===== config.mk =====
export PLATFORM = sky130hd
export DESIGN_NAME = cpu_register_set
export DESIGN_NICKNAME = d
export VERILOG_FILES = /design/src/hw/cpu_regs_pkg.sv /design/src/hw/gpr_port_if.sv /design/src/hw/cpu_register_set.sv /design/src/hw/gpr_bank.sv
export VERILOG_INCLUDE_DIRS = /design/src /design/src/hw
export SDC_FILE = /design/constraint.sdc
export NUM_CORES = 1
export LEC_CHECK = 0
export BUFFER_PORTS_ARGS = -buffer_cell sky130_fd_sc_hd__buf_2
export CAP_MARGIN = 20
export CORE_ASPECT_RATIO = 1.5
export CORE_MARGIN = 2
export CORE_UTILIZATION = 48
export DETAILED_ROUTE_END_ITERATION = 16
export PLACE_DENSITY_LB_ADDON = 0.2
export SLEW_MARGIN = 20
export SYNTH_ARGS = -nofsm -noshare
export SYNTH_HDL_FRONTEND = slang
export SYNTH_SLANG_ARGS = --single-unit

===== constraint.sdc =====
create_clock -name clk_sys -period 9 [get_ports clk_sys]
set_input_delay 0.45 -clock clk_sys [delete_from_list [all_inputs] [get_ports clk_sys]]
set_output_delay 0.45 -clock clk_sys [all_outputs]
set_load 0.01 [all_outputs]

===== src/hw/cpu_regs_defines.svh =====
// timing counts, field positions and reset values for the cpu register set
`ifndef CPU_REGS_DEFINES_SVH
`define CPU_REGS_DEFINES_SVH
`define CTL_TRACE_BIT 7
`define CTL_RSV_HI 6
`define CTL_RSV_LO 3
`define CTL_RESET 8'h7f
`define CTL_RSV_MASK 8'h78
`define CC_IMASK_BIT 7
`define CC_USER_BIT 6
`define CC_HALF_BIT 5
`define CC_NEG_BIT 3
`define CC_ZERO_BIT 2
`define CC_OVF_BIT 1
`define CC_CARRY_BIT 0
`define CC_RESET 8'h80
`define MASK_WINDOW_STATES 3
`define NORMAL_ADDR_MASK 24'h00ffff
`endif


===== src/hw/cpu_regs_pkg.sv =====
// types shared by the cpu register set
package cpu_regs_pkg;
    typedef enum logic [1:0] {
        SZ_BYTE = 2'b00,
        SZ_WORD = 2'b01,
        SZ_LONG = 2'b10
    } size_t;
    typedef enum logic [2:0] {
        CTL_NONE = 3'b000,
        CTL_LOAD = 3'b001,
        CTL_STORE = 3'b010,
        CTL_AND = 3'b011,
        CTL_OR = 3'b100,
        CTL_XOR = 3'b101
    } ctl_op_t;
    typedef enum logic [1:0] {
        BR_NEG = 2'b00,
        BR_ZERO = 2'b01,
        BR_OVF = 2'b10,
        BR_CARRY = 2'b11
    } flag_sel_t;
endpackage


===== src/hw/gpr_port_if.sv =====
// write and read port between the register set and its general register bank
`timescale 1ns/1ns
interface gpr_port_if;
    logic [2:0] wr_sel;
    logic [3:0] wr_lane;
    logic [31:0] wr_data;
    logic [2:0] rd_sel;
    logic [31:0] rd_data;
    logic [31:0] sp_data;
    modport ctrl (output wr_sel, wr_lane, wr_data, rd_sel, input rd_data, sp_data);
    modport bank (input wr_sel, wr_lane, wr_data, rd_sel, output rd_data, sp_data);
endinterface

===== src/hw/cpu_register_set.sv =====
// cpu programmer-visible register set: general registers, pc, control and mac
`timescale 1ns/1ns
`include "cpu_regs_defines.svh"
module cpu_register_set (
    input wire logic clk_sys,                       // 125 MHz cpu clock
    input wire logic rst_n,                         // async reset, active low
    input wire logic advanced_mode,                 // 1 selects 16 Mbyte space
    input wire logic gpr_wr_en,                     // general register write
    input wire logic [2:0] gpr_wr_sel,              // general register number
    input wire cpu_regs_pkg::size_t gpr_wr_size,    // access width
    input wire logic gpr_wr_upper,                  // word: extended half; byte: high
    input wire logic [31:0] gpr_wr_data,            // write data, low aligned
    input wire logic [2:0] gpr_rd_sel,              // general register to read
    output logic [31:0] gpr_rd_data,                // read data, one cycle later
    output logic [31:0] stack_pointer_reg,          // register seven, one cycle late
    input wire logic pc_load,                       // load program counter
    input wire logic [23:0] pc_load_value,          // new pc value
    input wire logic pc_step,                       // advance pc by one word
    output logic [23:0] program_counter,            // current pc
    output logic [23:0] fetch_addr,                 // instruction fetch address
    input wire cpu_regs_pkg::ctl_op_t ctl_op,       // control register instruction
    input wire logic ctl_target_ext,                // 1 targets extended control
    input wire logic [7:0] ctl_operand,             // immediate or loaded value
    output logic [7:0] ctl_store_data,              // value for store instruction
    output logic [7:0] extended_control,            // extended control readback
    output logic [7:0] condition_code,              // condition code readback
    input wire logic exc_start,                     // exception sequence begins
    input wire logic [23:0] reset_vector,           // pc value from vector table
    input wire logic flags_we,                      // update arithmetic flags
    input wire logic [4:0] flags_in,                // half, neg, zero, ovf, carry
    input wire logic arith_op,                      // add/sub/cmp/neg result
    input wire cpu_regs_pkg::size_t arith_size,     // operand size for half carry
    input wire logic [31:0] arith_a,                // first operand
    input wire logic [31:0] arith_b,                // second operand
    input wire logic arith_sub,                     // 1 for subtract, compare, negate
    input wire cpu_regs_pkg::flag_sel_t br_sel,     // flag tested by branch
    output logic br_flag,                           // selected flag value
    input wire logic irq_req,                       // maskable interrupt pending
    input wire logic [2:0] irq_level,               // its priority level
    input wire logic nmi_req,                       // non-maskable interrupt
    output logic irq_accept,                        // maskable interrupt may enter
    output logic nmi_accept,                        // nmi may enter
    output logic trace_req,                         // trace exception after insn
    input wire logic insn_done,                     // an instruction completed
    input wire logic mac_clear,                     // clear multiply-accumulate
    input wire logic mac_acc,                       // accumulate product
    input wire logic signed [31:0] mac_product,     // signed product to add
    output logic [63:0] multiply_accumulate_result  // mac register
);
    gpr_port_if port ();
    logic [1:0] mask_cnt;
    logic [7:0] next_ctl;
    logic reset_seq;
    logic [4:0] half_bits;
    logic [32:0] sum;

    gpr_bank #(.NREG(8)) u_bank (
        .clk_sys(clk_sys),
        .port(port.bank)
    );

    // lane selection per access width and half
    always_comb begin
        port.wr_sel = gpr_wr_sel;
        port.rd_sel = gpr_rd_sel;
        port.wr_lane = 4'h0;
        port.wr_data = gpr_wr_data;
        if (gpr_wr_en) begin
            unique case (gpr_wr_size)
                cpu_regs_pkg::SZ_LONG: port.wr_lane = 4'hf;
                cpu_regs_pkg::SZ_WORD: begin
                    // extended half or lower half, independent 16-bit views
                    port.wr_lane = gpr_wr_upper ? 4'hc : 4'h3;
                    port.wr_data = {gpr_wr_data[15:0], gpr_wr_data[15:0]};
                end
                cpu_regs_pkg::SZ_BYTE: begin
                    // high or low byte of the lower half
                    port.wr_lane = gpr_wr_upper ? 4'h2 : 4'h1;
                    port.wr_data = {4{gpr_wr_data[7:0]}};
                end
                default: port.wr_lane = 4'h0;
            endcase
        end
    end
    assign gpr_rd_data = port.rd_data;
    assign stack_pointer_reg = port.sp_data;

    // first cycle after reset release runs the reset exception sequence
    always_ff @(posedge clk_sys or negedge rst_n) begin
        if (!rst_n) begin
            reset_seq <= 1'b1;
        end else begin
            reset_seq <= 1'b0;
        end
    end

    // program counter; normal mode confines loads and steps to 64 kbytes, the reset vector is taken whole
    always_ff @(posedge clk_sys or negedge rst_n) begin
        if (!rst_n) begin
            program_counter <= 24'h000000;
        end else if (reset_seq) begin
            program_counter <= reset_vector;
        end else if (pc_load) begin
            program_counter <= advanced_mode ? pc_load_value
                : (pc_load_value & `NORMAL_ADDR_MASK);
        end else if (pc_step) begin
            program_counter <= advanced_mode ? program_counter + 24'h000002
                : ((program_counter + 24'h000002) & `NORMAL_ADDR_MASK);
        end
    end
    // instructions are whole words, so bit zero never reaches the fetch
    assign fetch_addr = {program_counter[23:1], 1'b0};

    // combined result of a control instruction on the selected register
    always_comb begin
        next_ctl = ctl_target_ext ? extended_control : condition_code;
        unique case (ctl_op)
            cpu_regs_pkg::CTL_LOAD: next_ctl = ctl_operand;
            cpu_regs_pkg::CTL_AND: next_ctl = next_ctl & ctl_operand;
            cpu_regs_pkg::CTL_OR: next_ctl = next_ctl | ctl_operand;
            cpu_regs_pkg::CTL_XOR: next_ctl = next_ctl ^ ctl_operand;
            cpu_regs_pkg::CTL_NONE, cpu_regs_pkg::CTL_STORE: next_ctl = next_ctl;
            default: next_ctl = next_ctl;
        endcase
    end
    assign ctl_store_data = ctl_target_ext ? extended_control : condition_code;

    // extended control: reserved bits forced to one whatever is written
    always_ff @(posedge clk_sys or negedge rst_n) begin
        if (!rst_n) begin
            extended_control <= `CTL_RESET;
        end else if (reset_seq) begin
            extended_control <= `CTL_RESET;
        end else if (ctl_target_ext && ctl_op != cpu_regs_pkg::CTL_NONE
                     && ctl_op != cpu_regs_pkg::CTL_STORE) begin
            extended_control <= next_ctl | `CTL_RSV_MASK;
        end else if (exc_start) begin
            // exception entry stops tracing inside the handler
            extended_control[`CTL_TRACE_BIT] <= 1'b0;
        end
    end

    // half carry out of bit 3, 11 or 27 by operand size
    assign sum = arith_sub ? ({1'b0, arith_a} - {1'b0, arith_b})
                           : ({1'b0, arith_a} + {1'b0, arith_b});
    always_comb begin
        half_bits = flags_in;
        if (arith_op) begin
            unique case (arith_size)
                cpu_regs_pkg::SZ_BYTE:
                    half_bits[4] = sum[4] ^ arith_a[4] ^ arith_b[4];
                cpu_regs_pkg::SZ_WORD:
                    half_bits[4] = sum[12] ^ arith_a[12] ^ arith_b[12];
                cpu_regs_pkg::SZ_LONG:
                    half_bits[4] = sum[28] ^ arith_a[28] ^ arith_b[28];
                default: half_bits[4] = 1'b0;
            endcase
        end
    end

    // condition code: exception entry sets the mask and wins over a write
    always_ff @(posedge clk_sys or negedge rst_n) begin
        if (!rst_n) begin
            condition_code <= `CC_RESET;
        end else if (reset_seq || exc_start) begin
            condition_code[`CC_IMASK_BIT] <= 1'b1;
        end else if (!ctl_target_ext && ctl_op != cpu_regs_pkg::CTL_NONE
                     && ctl_op != cpu_regs_pkg::CTL_STORE) begin
            condition_code <= next_ctl;
        end else if (flags_we || arith_op) begin
            condition_code[5] <= half_bits[4];
            condition_code[3:0] <= half_bits[3:0];
        end
    end

    // branch condition source
    always_comb begin
        unique case (br_sel)
            cpu_regs_pkg::BR_NEG: br_flag = condition_code[`CC_NEG_BIT];
            cpu_regs_pkg::BR_ZERO: br_flag = condition_code[`CC_ZERO_BIT];
            cpu_regs_pkg::BR_OVF: br_flag = condition_code[`CC_OVF_BIT];
            cpu_regs_pkg::BR_CARRY: br_flag = condition_code[`CC_CARRY_BIT];
            default: br_flag = 1'b0;
        endcase
    end

    // masking window after a control write lets the new mask settle first
    always_ff @(posedge clk_sys or negedge rst_n) begin
        if (!rst_n) begin
            mask_cnt <= 2'h0;
        end else if (ctl_op != cpu_regs_pkg::CTL_NONE && ctl_op != cpu_regs_pkg::CTL_STORE) begin
            mask_cnt <= 2'(`MASK_WINDOW_STATES);
        end else if (mask_cnt != 2'h0) begin
            mask_cnt <= mask_cnt - 2'h1;
        end
    end

    // user bit plays no part in masking; level 7 always passes the level test
    assign irq_accept = irq_req && mask_cnt == 2'h0 && !reset_seq
        && !condition_code[`CC_IMASK_BIT]
        && (irq_level > extended_control[2:0] || irq_level == 3'h7);
    assign nmi_accept = nmi_req && mask_cnt == 2'h0 && !reset_seq;
    assign trace_req = insn_done && extended_control[`CTL_TRACE_BIT];

    // 64-bit multiply-accumulate register, not reset
    always_ff @(posedge clk_sys) begin
        if (mac_clear) begin
            multiply_accumulate_result <= 64'h0;
        end else if (mac_acc) begin
            multiply_accumulate_result <= multiply_accumulate_result
                + 64'(signed'(mac_product));
        end
    end

    property p_window;
        @(posedge clk_sys) disable iff (!rst_n)
        (ctl_op == cpu_regs_pkg::CTL_LOAD) |=> !nmi_accept [*3];
    endproperty
    a_window: assert property (p_window) else $error("nmi not masked after load");
    property p_store_no_window;
        @(posedge clk_sys) disable iff (!rst_n)
        (ctl_op == cpu_regs_pkg::CTL_STORE && mask_cnt == 2'h0) |=> mask_cnt == 2'h0;
    endproperty
    a_store_no_window: assert property (p_store_no_window) else $error("store opened window");
    property p_rsv;
        @(posedge clk_sys) disable iff (!rst_n)
        (extended_control & `CTL_RSV_MASK) == `CTL_RSV_MASK;
    endproperty
    a_rsv: assert property (p_rsv) else $error("reserved bits not one");
    property p_fetch;
        @(posedge clk_sys) disable iff (!rst_n) !fetch_addr[0];
    endproperty
    a_fetch: assert property (p_fetch) else $error("fetch address odd");
    property p_imask;
        @(posedge clk_sys) disable iff (!rst_n)
        condition_code[`CC_IMASK_BIT] |-> !irq_accept;
    endproperty
    a_imask: assert property (p_imask) else $error("irq accepted while masked");
    property p_exc;
        @(posedge clk_sys) disable iff (!rst_n)
        exc_start |=> condition_code[`CC_IMASK_BIT];
    endproperty
    a_exc: assert property (p_exc) else $error("mask not set on exception");
    property p_trace;
        @(posedge clk_sys) disable iff (!rst_n)
        (insn_done && !extended_control[`CTL_TRACE_BIT]) |-> !trace_req;
    endproperty
    a_trace: assert property (p_trace) else $error("trace without trace bit");
    property p_normal;
        @(posedge clk_sys) disable iff (!rst_n)
        (pc_load && !advanced_mode && !reset_seq) |=> program_counter[23:16] == 8'h00;
    endproperty
    a_normal: assert property (p_normal) else $error("pc beyond 64 kbytes");
    // the edge that releases reset still sees rst_n low, so only the next edge counts
    property p_reset_seq;
        @(posedge clk_sys) disable iff (!rst_n)
        (reset_seq && rst_n) |=> program_counter == $past(reset_vector);
    endproperty
    a_reset_seq: assert property (p_reset_seq) else $error("pc not from vector");
    property p_pc_step;
        @(posedge clk_sys) disable iff (!rst_n)
        (pc_step && !pc_load && !reset_seq && advanced_mode)
            |=> program_counter == $past(program_counter) + 24'h000002;
    endproperty
    a_pc_step: assert property (p_pc_step) else $error("pc did not advance a word");
    property p_exc_trace;
        @(posedge clk_sys) disable iff (!rst_n)
        (exc_start && ctl_op == cpu_regs_pkg::CTL_NONE) |=> !extended_control[`CTL_TRACE_BIT];
    endproperty
    a_exc_trace: assert property (p_exc_trace) else $error("trace kept on exception");
    property p_cc_load;
        @(posedge clk_sys) disable iff (!rst_n)
        (!ctl_target_ext && ctl_op == cpu_regs_pkg::CTL_LOAD && !exc_start && !reset_seq)
            |=> condition_code == $past(ctl_operand);
    endproperty
    a_cc_load: assert property (p_cc_load) else $error("condition code load lost");
    property p_ext_level;
        @(posedge clk_sys) disable iff (!rst_n)
        (ctl_target_ext && ctl_op == cpu_regs_pkg::CTL_LOAD && !reset_seq)
            |=> extended_control[2:0] == $past(ctl_operand[2:0]);
    endproperty
    a_ext_level: assert property (p_ext_level) else $error("mask level not loaded");
    c_load: cover property (@(posedge clk_sys) ctl_op == cpu_regs_pkg::CTL_LOAD && ctl_target_ext);
    c_irq: cover property (@(posedge clk_sys) irq_accept);
    c_trace: cover property (@(posedge clk_sys) trace_req);
    c_exc: cover property (@(posedge clk_sys) exc_start && extended_control[`CTL_TRACE_BIT]);
endmodule


===== src/hw/gpr_bank.sv =====
// eight 32-bit general registers with byte-lane writes and registered read
`timescale 1ns/1ns
module gpr_bank #(
    parameter int NREG = 8
) (
    input wire logic clk_sys, // system clock
    gpr_port_if.bank port     // register access port
);
    logic [31:0] mem [NREG];
    // no reset: contents stay uninitialised, software loads the stack pointer first
    always_ff @(posedge clk_sys) begin
        for (int l = 0; l < 4; l++) begin
            if (port.wr_lane[l]) begin
                mem[port.wr_sel][l*8 +: 8] <= port.wr_data[l*8 +: 8];
            end
        end
    end
    // read data from a register, as the memory style asks
    always_ff @(posedge clk_sys) begin
        port.rd_data <= mem[port.rd_sel];
        port.sp_data <= mem[NREG-1];
    end
endmodule


==> reports/metrics.cfg <==
[place]
io_buffer_count = 414
pre_cts_slack_ns = 4.95
globalplace.congestion = 0.901
dp.cells = 2808
hpwl_um = 41300
placed_area_um2 = 24400

[sta]
fin_skew_ns = 0.0287
timing.final.ws_setup_ns = 5.46
post-route-min-period_ns = 3.54
fin_setup_tns_ns = 0
worstMarginPinSlew_ns = 1.08
slew_headroom_pct = 27.8
clock.fmax_ghz = 0.282
setup_violations = 0
slew_violations = 0
rsz0062_at_grt = no
whs_ns = 0.0500
hold_viol = 0
timing.final.crit_share_pct = 39.4

[critical_path]
critPathKind = flip-flop to flip-flop
arrival_ns = 3.97
path_cells = ha_1 > inv_1 > fa_1 > nor2b_1 > o21a_1 > o21ai_1 > a21oi_4 > nor4_2 > o41ai_4 > a31oi_1 > o31ai_2 > a21boi_1 > a221o_1
slowest_delay_ns = 0.45
ff2ff_path_depth = 13
endpoint_kind = flip-flop
required_ns = 9.43
critPathSlowestCell = o31ai_2
critPathLaunchType = flip-flop
critPathMaxFanout = 5

[pwr]
power.total_mw = 5.33
p_clk_share_pct = 34.4
p_sw_mw = 1.55
p_leak_nw = 10.8
comb_power_share_pct = 23.0
ir_drop_mv = 0.193
seqPwrFrac_pct = 42.6
p_int_mw = 3.78
switching_share_pct = 29.2
power.density_nw_per_um2 = 206

[synth]
synth_area_leader_cell = edfxtp_1
syn-instance-count = 1911
synth_top_cell_area_share_pct = 34.9
synth.top_cells.by_count = 256 x edfxtp_1, 207 x nor2_1, 141 x a21oi_1
synth-async-reset-ratio_pct = 9.22
ys_warn_count = 0
synth.cell_area_um2 = 22000
synth.avg_cell_area_um2 = 11.5
ys_seq_area_share_pct = 51.0
ys_ff_latch = 423
yosysMostFrequentCell = edfxtp_1
synth_cell_types = 80
ys_top_cells_by_area = edfxtp_1 35%, dfxtp_1 12%, mux4_2 6.6%, ha_1 6.4%, dfrtp_1 3.9%
synthFlopType = edfxtp_1
synth_edf_count = 256

[global_route]
overflow = 0
grt_antenna_before_repair = 4
grt_max_degree = 81
grt_pass1_wl_um = 86000
grt_pass1_vias = 16100
grt.total_usage_pct = 23.2

[route]
dr.pass1.iters = 6
first_iter_violations = 898
ant_nets = 0
wl_per_cell_um = 19.6
vias = 16300
drt_wl_total_um = 56700
viasPerCell = 5.63
route.detailed.drc = 0

[finish]
multi_input_area_um2 = 10100
fin_area_um2 = 25900
instances_no_fill = 2888
seq_area_um2 = 11200
fin_nets = 2600
drive_gt1_share_pct = 28.0
syn_to_final_growth_pct = 17.5
final_util_pct = 56.8
n_fill_cell = 3907

[clock_tree]
ctsResizeCount = 0
cts_setup_buffers = 0
insertion_delay_ns = 0.56
cts_tree = done
clock_sinks = 423
htreeDepth = 2
path_clk_slew_ns = 0.06
clock_tree.root_cell = clkbuf_16
cts_hold_buf = 0
cts_buffers = 41
clock_path_buffers = 3

[min_path]
hold_path.class = input port to asynchronous set/reset pin

[floorplanning]
ioPinCount = 428
fp.dieW_um = 179
core_region_area_um2 = 45500
initial_utilization_pct = 48.4
die_area_um2 = 47600
die_h_um = 266
num_rows = 96

[job]
maxCapViolCount = 0

[status]
status = finished clean

-- sequential cells by signal, indices dropped and copies added (netlist names) --
| register | count |
|---|---|
| u_bank.mem | 256 |
| u_bank.port.rd_data | 32 |
| reset_seq | 1 |
| u_bank.port.sp_data | 32 |
| program_counter | 24 |
| extended_control | 4 |
| condition_code | 8 |
| multiply_accumulate_result | 64 |
| mask_cnt | 2 |
-- per-layer routing --
| layer | track usage [%] | wire, µm | up-vias |
|---|---|---|---|
| li1 | - | - | 7775 |
| met3 | 3.98 | 3670 | 128 |
| met1 | 25.3 | 20500 | 7809 |
| met2 | 43.3 | 30100 | 556 |
| met5 | 0 | 0 | - |
| met4 | 9.95 | 2440 | 0 |
-- kinds of logic (layout without fill, tap and decap cells) --
| logic type | Yosys count | in the layout | share of synthesized area [%] |
|---|---|---|---|
| DFF | 423 | 423 | 51.0 |
| muxes | 175 | 175 | 11.9 |
| AOI/OAI and AO/OA | 427 | 427 | 12.4 |
| and+or+nand+nor | 502 | 502 | 10.8 |
| adders and majority gates | 113 | 113 | 6.46 |
| buffers and inverters | 171 | 552 | 3.43 |
| other | 2 | 10 | 0.0341 |
| xor gates and xnor gates | 98 | 98 | 3.90 |
-- cells in the final DEF, fill, tap and decap left out, drive strengths merged, types with 34 or more instances in the layout --
cell      n
xnor2    65
dfxtp   128
buf     423
dfrtp    34
a21oi   142
a21o     53
ha      112
mux4     65
o21ai    96
inv      54
edfxtp  256
nor2    207
nand2   109
mux2i    58
clkbuf   57
mux2     52
-- path summary, 6_finish.rpt --
kind                                                       startpoint                                           to  slack (ns)
max reg2reg                multiply_accumulate_result[0]$_SDFFE_PP0P_  multiply_accumulate_result[48]$_SDFFE_PP0P_        5.46
min reg2reg                               u_bank.mem[7][27]$_DFFE_PP_              u_bank.port.sp_data[27]$_DFF_P_        0.36
min                                                             rst_n              program_counter[17]$_DFFE_PN0P_        0.05
min in group clk_sys                                  reset_vector[0]               program_counter[0]$_DFFE_PN0P_        0.12
max                        multiply_accumulate_result[0]$_SDFFE_PP0P_  multiply_accumulate_result[48]$_SDFFE_PP0P_        5.46
max in group asynchronous                                       rst_n              program_counter[10]$_DFFE_PN0P_        8.37
-- power by group through the flow --
stage	Clock, mW	Combinational [mW]	Sequential, mW
2_1_floorplan	0	0.815	2.33
3_3_place_gp	0	1.20	2.30
3_5_place_dp	0	1.22	2.31
4_1_cts	1.89	1.23	2.27
5_1_grt	1.96	1.36	2.28
6_report	1.84	1.23	2.27
-- worst max-delay path, delay by kind of cell, from the launching register on --
| family | cells | cell delay (ns) |
|---|---|---|
| buffers and inverters | 1 | 0.07 |
| adder cells (fa/ha/maj) | 2 | 0.62 |
| AND/OR/NAND/NOR | 2 | 0.21 |
| AO/OA/AOI/OAI | 8 | 2.16 |
| flip-flops | 1 | 0.37 |
-- cell type report --
class,count,area share (%)
clock buffer,57,4.59
antenna,4,0.0387
inverter,53,0.769
timing repair buffer,423,8.29
tap,588,2.84
multi-input combinational,1321,38.9
clock inverter,19,1.12
sequential,423,43.4
Note: power is estimated with default switching activity, not from simulation.
